### config.mk
export PLATFORM = sky130hd
export DESIGN_NAME = cocc_span_cmp
export DESIGN_NICKNAME = d
export VERILOG_FILES = /design/src/cocc_pkg.sv /design/src/cocc_checker.sv
export SDC_FILE = /design/constraint.sdc
export NUM_CORES = 1
export LEC_CHECK = 0
export BUFFER_PORTS_ARGS = -buffer_cell sky130_fd_sc_hd__buf_2
export CAP_MARGIN = 20
export CORE_ASPECT_RATIO = 1.75
export CORE_MARGIN = 3
export CORE_UTILIZATION = 40
export DETAILED_ROUTE_END_ITERATION = 10
export PLACE_DENSITY = 0.78
export SLEW_MARGIN = 20
export SYNTH_ARGS = -nofsm -noshare
export SYNTH_HDL_FRONTEND = slang
export SYNTH_SLANG_ARGS = --single-unit
### constraint.sdc
create_clock -name vclk -period 5.05
set_clock_uncertainty 0.05 [all_clocks]
set_input_delay 1.01 -clock vclk [all_inputs]
set_output_delay 1.01 -clock vclk [all_outputs]
set_load 0.01 [all_outputs]
### src/cocc_pkg.sv
// package for the cache-operation capability checker
`default_nettype none
package cocc_pkg;
	localparam int ADDR_W      = 64;
	localparam int CAP_W_BITS  = 128;
	localparam int CBLK_BYTES  = 64;
	localparam int IMM_W       = 12;
	localparam int IMM_LOW_W   = 5;
	localparam logic [IMM_LOW_W-1:0] IMM_LOW_ZERO = 5'h00;
	localparam int ZERO_CYCLES = CBLK_BYTES / (CAP_W_BITS / 8);

	typedef enum logic [2:0] {
		COCC_OP_CLEAN  = 3'h0,
		COCC_OP_FLUSH  = 3'h1,
		COCC_OP_INVAL  = 3'h2,
		COCC_OP_ZERO   = 3'h3,
		COCC_OP_PREF_I = 3'h4,
		COCC_OP_PREF_R = 3'h5,
		COCC_OP_PREF_W = 3'h6
	} cocc_op_t;

	typedef enum logic [2:0] {
		COCC_CMD_NONE  = 3'h0,
		COCC_CMD_CLEAN = 3'h1,
		COCC_CMD_FLUSH = 3'h2,
		COCC_CMD_INVAL = 3'h3,
		COCC_CMD_ZERO  = 3'h4,
		COCC_CMD_PREF  = 3'h5
	} cocc_cmd_t;

	typedef enum logic [1:0] {
		COCC_EXC_NONE  = 2'h0,
		COCC_EXC_STORE = 2'h1,
		COCC_EXC_ILL   = 2'h2
	} cocc_exc_t;

	// authorizing capability as decoded by the core
	typedef struct packed {
		logic              tag;
		logic              sealed;
		logic              perm_r;
		logic              perm_w;
		logic              perm_x;
		logic              integrity_ok;
		logic              bounds_ok;
		logic [ADDR_W-1:0] base;
		logic [ADDR_W-1:0] top;
		logic [ADDR_W-1:0] address;
	} cocc_cap_t;

	typedef struct packed {
		logic              valid;
		cocc_op_t          op;
		logic [IMM_W-1:0]  imm;
		logic              pc_system_register_access_perm;
		logic              less_priv;
		logic              inval_as_flush_csr;
		logic              pma_tag_fault;
		logic              zero_store_tag;
		cocc_cap_t         cap;
	} cocc_req_t;

	typedef struct packed {
		logic              valid;
		cocc_cmd_t         cmd;
		logic [ADDR_W-1:0] addr;
		logic              clear_tag;
	} cocc_mem_t;
endpackage
`default_nettype wire

### src/cocc_checker.sv
// capability checks for cache-block management, zero and prefetch operations
`default_nettype none
 // cocc_op_decode

// overlap and containment of one address span against capability bounds
module cocc_span_cmp import cocc_pkg::*; #(
	parameter int ADDR_W_P = ADDR_W
) (
	input  wire logic [ADDR_W_P-1:0] lo_in,
	input  wire logic [ADDR_W_P-1:0] hi_in,
	input  wire logic [ADDR_W_P-1:0] base_in,
	input  wire logic [ADDR_W_P-1:0] top_in,
	input  wire logic                decodable_in,
	output logic                     any_out,
	output logic                     all_out
);
	logic lo_below_top;
	logic hi_above_base;
	logic lo_from_base;
	logic hi_to_top;

	assign lo_below_top  = lo_in < top_in;
	assign hi_above_base = hi_in > base_in;
	assign lo_from_base  = lo_in >= base_in;
	assign hi_to_top     = hi_in <= top_in;
	// undecodable bounds count as no byte in bounds
	assign any_out = decodable_in && lo_below_top && hi_above_base;
	assign all_out = decodable_in && lo_from_base && hi_to_top;
endmodule // cocc_span_cmp
 // cocc_pref_gate
`default_nettype wire

==> results of run 1 <==
## cells by family (layout without fill, tap and decap cells)
kind of cell	count (synthesis)	after routing	share of synthesized area (%)
AO/OA/AOI/OAI	211	211	23.4
adder cells (fa/ha/maj)	255	255	53.7
buffers and inverters	133	393	8.40
AND/OR/NAND/NOR	159	159	14.6
## worst paths after layout
path	endpoint	slack [ns]	start	cells past startpoint
setup / recovery	any_out	0.70	top_in[5]	11
hold / removal	all_out	2.42	decodable_in	4
## cell usage after synthesis, types with 2 or more instances
cell,n,area (um2)
sky130_fd_sc_hd__a2111oi_0,3,26.3
sky130_fd_sc_hd__a211oi_1,8,60.1
sky130_fd_sc_hd__a21o_1,68,510
sky130_fd_sc_hd__a21oi_1,70,350
sky130_fd_sc_hd__a221oi_1,9,78.8
sky130_fd_sc_hd__a31oi_1,2,12.5
sky130_fd_sc_hd__and3_1,2,12.5
sky130_fd_sc_hd__and4_1,5,43.8
sky130_fd_sc_hd__ha_1,255,3190
sky130_fd_sc_hd__inv_1,133,499
sky130_fd_sc_hd__nand2_1,32,120
sky130_fd_sc_hd__nand2b_1,2,12.5
sky130_fd_sc_hd__nand3_1,11,55.1
sky130_fd_sc_hd__nand4_1,52,325
sky130_fd_sc_hd__nor2_1,23,86.3
sky130_fd_sc_hd__nor2b_1,7,43.8
sky130_fd_sc_hd__nor3_1,5,25.0
sky130_fd_sc_hd__nor4_1,7,43.8
sky130_fd_sc_hd__o2111ai_1,2,17.5
sky130_fd_sc_hd__o211ai_1,3,22.5
sky130_fd_sc_hd__o21a_1,3,22.5
sky130_fd_sc_hd__o21ai_0,23,115
sky130_fd_sc_hd__o21ai_1,4,20.0
sky130_fd_sc_hd__o221ai_1,4,35.0
sky130_fd_sc_hd__or3_1,2,12.5
sky130_fd_sc_hd__or4_1,5,37.5
## worst max-delay path, cell delays in order
cell                       delay (ns)
sky130_fd_sc_hd__buf_2           0.11
sky130_fd_sc_hd__inv_1           0.08
sky130_fd_sc_hd__ha_1            0.25
sky130_fd_sc_hd__a21o_1          0.16
sky130_fd_sc_hd__a21o_1          0.18
sky130_fd_sc_hd__a221oi_1        0.49
sky130_fd_sc_hd__o41ai_1         0.21
sky130_fd_sc_hd__a21oi_1         0.30
sky130_fd_sc_hd__o221ai_1        0.18
sky130_fd_sc_hd__a31oi_1         0.16
sky130_fd_sc_hd__buf_2           0.16
## metrics by stage
stage | instances | setup WS (ns) | area (um2) | utilization, % | power (uW)
4_1_cts | 1198 | 0.714 | 7470 | 51.8 | 591
3_3_place_gp | 1198 | 0.721 | 7470 | 51.8 | 571
2_1_floorplan | 758 | 1.32 | 5950 | - | 346
3_5_place_dp | 1198 | 0.721 | 7470 | 51.8 | 587
5_1_grt | 1198 | 0.577 | 7470 | 51.8 | 677
6_report | 1198 | 0.702 | 7470 | 51.8 | 590
## per-layer routing
metal / vias up / global-route usage [%]
li1: 3375 / -
met4: 0 / 8.74
met5: - / 0
met3: 58 / 2.42
met1: 2977 / 22.5
met2: 221 / 47.5
## report_power, final
group / switching [uW] / internal (uW) / leakage (uW) / total [uW]
clock: 0 / 0 / 0 / 0
sequential: 0 / 0 / 0 / 0
combinational: 313 / 277 / 0.00468 / 590
## cell type report
cell class	count	area (um2)	share of cell area (%)
repair buffers	260	1300	17.4
inverters	133	499	6.68
multi-input cells	625	5450	72.9
well taps	180	225	3.01
==> impl_results.rst, run 1 <==
.. list-table::
   :header-rows: 1

   * - Metric
     - Value
   * - Die Footprint
     - 16400 um2
   * - Count of yosys warnings during synthesis
     - 0
   * - Via/cell ratio
     - 5.54
   * - Number of max-slew violations in the final report
     - 0
   * - Number of DRC violations after detailed-routing iteration 0
     - 148
   * - Amount of wire on met3 after detailed routing
     - 984 um
   * - Number of hold-repair buffers added at the cts stage
     - 0
   * - Max Clock Freq
     - 0.230 GHz
   * - Post-synthesis net count
     - about 1300
   * - Top Metal Used
     - met4
   * - CLK BUF
     - 0
   * - Die W
     - 98.2 um
   * - Synthesized instance count
     - between 700 and 800
   * - Max-Cap Viols
     - 0
   * - Antenna violations before repair
     - 0
   * - Maximum number of pins on one net before global-route repair
     - 5
   * - Worst min path class
     - primary input to primary output
   * - Drt first pass iters
     - 4
   * - Total setup buffers inserted after CTS
     - 0
   * - Crit path DAT
     - 3.29 ns
   * - Number of I/O port buffers
     - 259
   * - Hold slack
     - 2.42 ns
   * - Commonest cells after routing, fill and taps aside
     - sky130_fd_sc_hd__buf_2, sky130_fd_sc_hd__ha_1, sky130_fd_sc_hd__inv_1, sky130_fd_sc_hd__a21oi_1, sky130_fd_sc_hd__a21o_1
   * - Commonest non-fill, non-tap cell in the layout
     - sky130_fd_sc_hd__buf_2
   * - DRC violation count after routing
     - 0
   * - Shortest period the worst path allows
     - 4.35 ns
   * - Std-Cell Core Area
     - 14400 um2
   * - Summed instance area of the synthesized netlist
     - 5950 um2
   * - Placer congestion estimate
     - 0.941
   * - Max-Slew Margin vs Limit
     - 53.9%
   * - Total area of sequential cells
     - 0 um2
   * - Wire length reported by the detailed router
     - 20100 um
   * - Number of nets in the layout
     - approximately 1500
   * - ANT nets after route
     - 0
   * - Power density over the cells
     - slightly below 80 nW/um2
   * - Worst EP required
     - 3.99 ns
   * - Vias in the first global route
     - 6805
   * - Startpoint-to-endpoint class of the critical path
     - primary input to primary output
   * - Number of failing hold endpoints at the final stage
     - 0
   * - Total negative slack
     - 0 ns
   * - Overflow left after global routing
     - 0
   * - Wire length on met1
     - approximately 6900 um
   * - Worst IR drop on VDD
     - ~0.000036 V
   * - Worst slew pin tran
     - 0.674 ns
   * - Antenna cell count
     - 0
   * - Type of element launching the critical path
     - primary input
   * - Fillcell total
     - roughly 1400
   * - Std-Cell Rows
     - 58
   * - Total global-route track usage
     - 23.0%
   * - Number of primary I/O pins
     - 259
   * - Final Setup Violations
     - 0
   * - Effective utilization at floorplan
     - 41.2%
   * - FF+latch count
     - 0
   * - Sequential area share after synthesis
     - 0%
   * - Run status
     - completed
   * - Wire length of the first global-routing pass
     - 31100 um
   * - Routed wire length per instance
     - 16.7 um
   * - Crit end category
     - primary output
   * - Post-synthesis average cell area
     - 7.84 um2
   * - Overall die height
     - ~170 um
   * - RSZ-0062 raised after global routing
     - no
   * - Layout cell share with drive strength beyond 1
     - 26.1%
   * - Met2 wire length
     - 11200 um
   * - Resize count post-CTS
     - 0
   * - Leakage power of the design
     - 0.00468 uW
   * - Via total after detailed routing
     - 6631
   * - Ratio of final minimum period to clock period
     - 86.1%
   * - Area growth, synth to finish
     - 25.7%
   * - Largest driver fanout on the critical path
     - 2
   * - DP Wirelength
     - around 19000 um
   * - Synth unique cells
     - 44
(Power assumes the default switching activity.)
==> run 2, diff against run 1 <==
--- a/config.mk
+++ b/config.mk
@@ -9,9 +9,9 @@
 export CAP_MARGIN = 20
 export CORE_ASPECT_RATIO = 1.75
 export CORE_MARGIN = 3
-export CORE_UTILIZATION = 40
+export CORE_UTILIZATION = 46
 export DETAILED_ROUTE_END_ITERATION = 10
-export PLACE_DENSITY = 0.78
+export PLACE_DENSITY = 0.9
 export SLEW_MARGIN = 20
 export SYNTH_ARGS = -nofsm -noshare
 export SYNTH_HDL_FRONTEND = slang
==> constraint.sdc (replaced) <==
create_clock -name vclk -period 3.98
set_clock_uncertainty 0.05 [all_clocks]
set_input_delay 0.796 -clock vclk [all_inputs]
set_output_delay 0.796 -clock vclk [all_outputs]
set_load 0.01 [all_outputs]
==> impl_results.rst, run 2 (synthesis results as in run 1) <==
.. list-table::
   :header-rows: 1

   * - Metric
     - Value
   * - FF+latch count
     - 0 (unchanged)
   * - Max-Cap Viols
     - 0 (unchanged)
   * - Resize count post-CTS
     - 0 (unchanged)
   * - Switching power
     - 400 uW (+28%)
   * - DRC violation count after routing
     - 0 (unchanged)
   * - Maximum number of pins on one net before global-route repair
     - 5 (unchanged)
   * - Worst min path class
     - primary input to primary output
   * - Worst min-delay path endpoint
     - all_out
   * - Worst EP required
     - 3.13 ns (-0.86 ns)
   * - Total global-route track usage
     - 26.4% (+3.4 points)
   * - Area growth, synth to finish
     - 25.9%
   * - Worst IR drop on VDD
     - 0.0000456 V (+27%)
   * - Std-Cell Rows
     - 54 (-6.9%)
   * - Crit end category
     - primary output
   * - Number of failing hold endpoints at the final stage
     - 0 (unchanged)
   * - Max-Slew Margin vs Limit
     - 65.2% (+11 points)
   * - Sequential Power Share
     - 0% (unchanged)
   * - Layout cell share with drive strength beyond 1
     - 26.4% (+0.24 points)
   * - Vias in the first global route
     - 6969 (+2.4%)
   * - Power density over the cells
     - 101 nW/um2 (+28%)
   * - Drt first pass iters
     - 5 (+1)
   * - RSZ-0062 raised after global routing
     - no
   * - Max Clock Freq
     - 0.259 GHz
   * - Via/cell ratio
     - 5.69 (+2.7%)
   * - Run status
     - completed
   * - Die W
     - 91.9 um (-6.3%)
   * - Number of nets in the layout
     - 1534 (+0.13%)
   * - Commonest cells after routing, fill and taps aside
     - sky130_fd_sc_hd__buf_2, sky130_fd_sc_hd__ha_1, sky130_fd_sc_hd__inv_1, sky130_fd_sc_hd__a21oi_1, sky130_fd_sc_hd__a21o_1
   * - Launch point of the critical path
     - top_in[2]
   * - Total area of sequential cells
     - 0 um2 (unchanged)
   * - ANT nets after route
     - 0 (unchanged)
   * - Antenna violations before repair
     - 2 (+2)
   * - Type of element launching the critical path
     - primary input
   * - Leakage power of the design
     - 0.00469 uW (+0.26%)
   * - Cell depth of the worst hold path
     - 4 (unchanged)
   * - Overall die height
     - 156 um (-6.5%)
   * - Total setup buffers inserted after CTS
     - 0 (unchanged)
   * - Worst slew pin tran
     - 0.509 ns (-0.165 ns)
   * - Startpoint-to-endpoint class of the critical path
     - primary input to primary output
   * - Routed wire length per instance
     - 16.9 um (+0.82%)
   * - Final Setup Violations
     - 0 (unchanged)
   * - Overflow left after global routing
     - 0 (unchanged)
   * - Hold slack
     - 2.00 ns (-0.428 ns)
   * - Worst hold path startpoint
     - decodable_in
   * - Ratio of final minimum period to clock period
     - 96.9%
   * - Switching Share
     - 53.0% (about the same)
   * - Die Footprint
     - 14400 um2 (-12%)
   * - Shortest period the worst path allows
     - slightly below 4 ns
   * - Number of primary I/O pins
     - 259 (unchanged)
   * - DP Wirelength
     - 19000 um (-0.13%)
   * - Total negative slack
     - 0 ns (unchanged)
   * - CLK BUF
     - 0 (unchanged)
   * - Number of hold-repair buffers added at the cts stage
     - 0 (unchanged)
   * - Std-Cell Core Area
     - 12600 um2 (-13%)
   * - Clock Power Share
     - 0% (unchanged)
   * - Combinational Power Share
     - 100.0% (about the same)
   * - Combined area of the multi-input logic cells
     - 5450 um2 (+0.11%)
   * - Number of DRC violations after detailed-routing iteration 0
     - 141 (-4.7%)
   * - Final Instance Count excl. Fillers
     - 1190 (-0.67%)
   * - Placer congestion estimate
     - 0.972 (+3.3%)
   * - Total placed cells including tap cells
     - 1188 (-0.83%)
   * - Fillcell total
     - 1171 (-18%)
   * - Final design utilization
     - 59.6% (+7.8 points)
   * - Via total after detailed routing
     - 6767 (+2.1%)
   * - Effective utilization at floorplan
     - 47.3% (+6.1 points)
   * - Largest driver fanout on the critical path
     - 2 (unchanged)
   * - Number of I/O port buffers
     - 259 (unchanged)
   * - Wire length of the first global-routing pass
     - 31000 um (-0.33%)
   * - Commonest non-fill, non-tap cell in the layout
     - sky130_fd_sc_hd__buf_2
   * - Number of max-slew violations in the final report
     - 0 (unchanged)
   * - Crit path DAT
     - 3.01 ns (-0.28 ns)
   * - Wire length reported by the detailed router
     - 20100 um (+0.14%)
   * - Internal cell power
     - 354 uW (+28%)
run 2: how the worst max path moves through the flow:
stage	endpoint	slack [ns]	depth (start not counted)
floorplan	all_out	0.68	9
global placement	any_out	0.1	11
detailed placement	any_out	0.06	11
CTS	any_out	0.04	11
global route	any_out	0.04	11
finish	any_out	0.12	11
run 2: power groups by stage:
stage / registers, uW / logic, uW / clock network, uW
CTS: 0 / 751 / 0
global route: 0 / 863 / 0.0000336
floorplan: 0 / 439 / 0
detailed placement: 0 / 746 / 0
finish: 0 / 754 / 0.0000673
global placement: 0 / 721 / 0
run 2: metal layers:
metal	GRT usage [%]	wire length (um)
met5	0	7
met4	13.9	1140
met3	2.84	926
met2	53.5	11000
met1	25.3	7070
run 2: through the flow:
step	total power [uW]	cell area (um2)	setup WS [ns]
2_1_floorplan	439	5950	0.680
3_3_place_gp	721	7470	0.0985
3_5_place_dp	746	7470	0.0567
4_1_cts	751	7470	0.0438
5_1_grt	863	7480	0.0363
6_report	754	7490	0.123
run 2: layout make-up:
type | instances | area share (%)
Multi-Input combinational cell | 625 | 72.8
Tap cell | 168 | 2.81
Antenna cell | 2 | 0.0669
Inverter | 133 | 6.67
Timing Repair Buffer | 262 | 17.6
run 2: worst max-delay path: stages:
cell and delay [ns]:
sky130_fd_sc_hd__buf_2 0.09, sky130_fd_sc_hd__inv_1 0.08, sky130_fd_sc_hd__ha_1 0.24, sky130_fd_sc_hd__a211oi_1 0.24, sky130_fd_sc_hd__o21ai_1 0.12, sky130_fd_sc_hd__a221oi_1 0.46, sky130_fd_sc_hd__o41ai_1 0.19, sky130_fd_sc_hd__a21oi_1 0.26
sky130_fd_sc_hd__o221ai_1 0.16, sky130_fd_sc_hd__a31oi_1 0.20, sky130_fd_sc_hd__buf_2 0.17
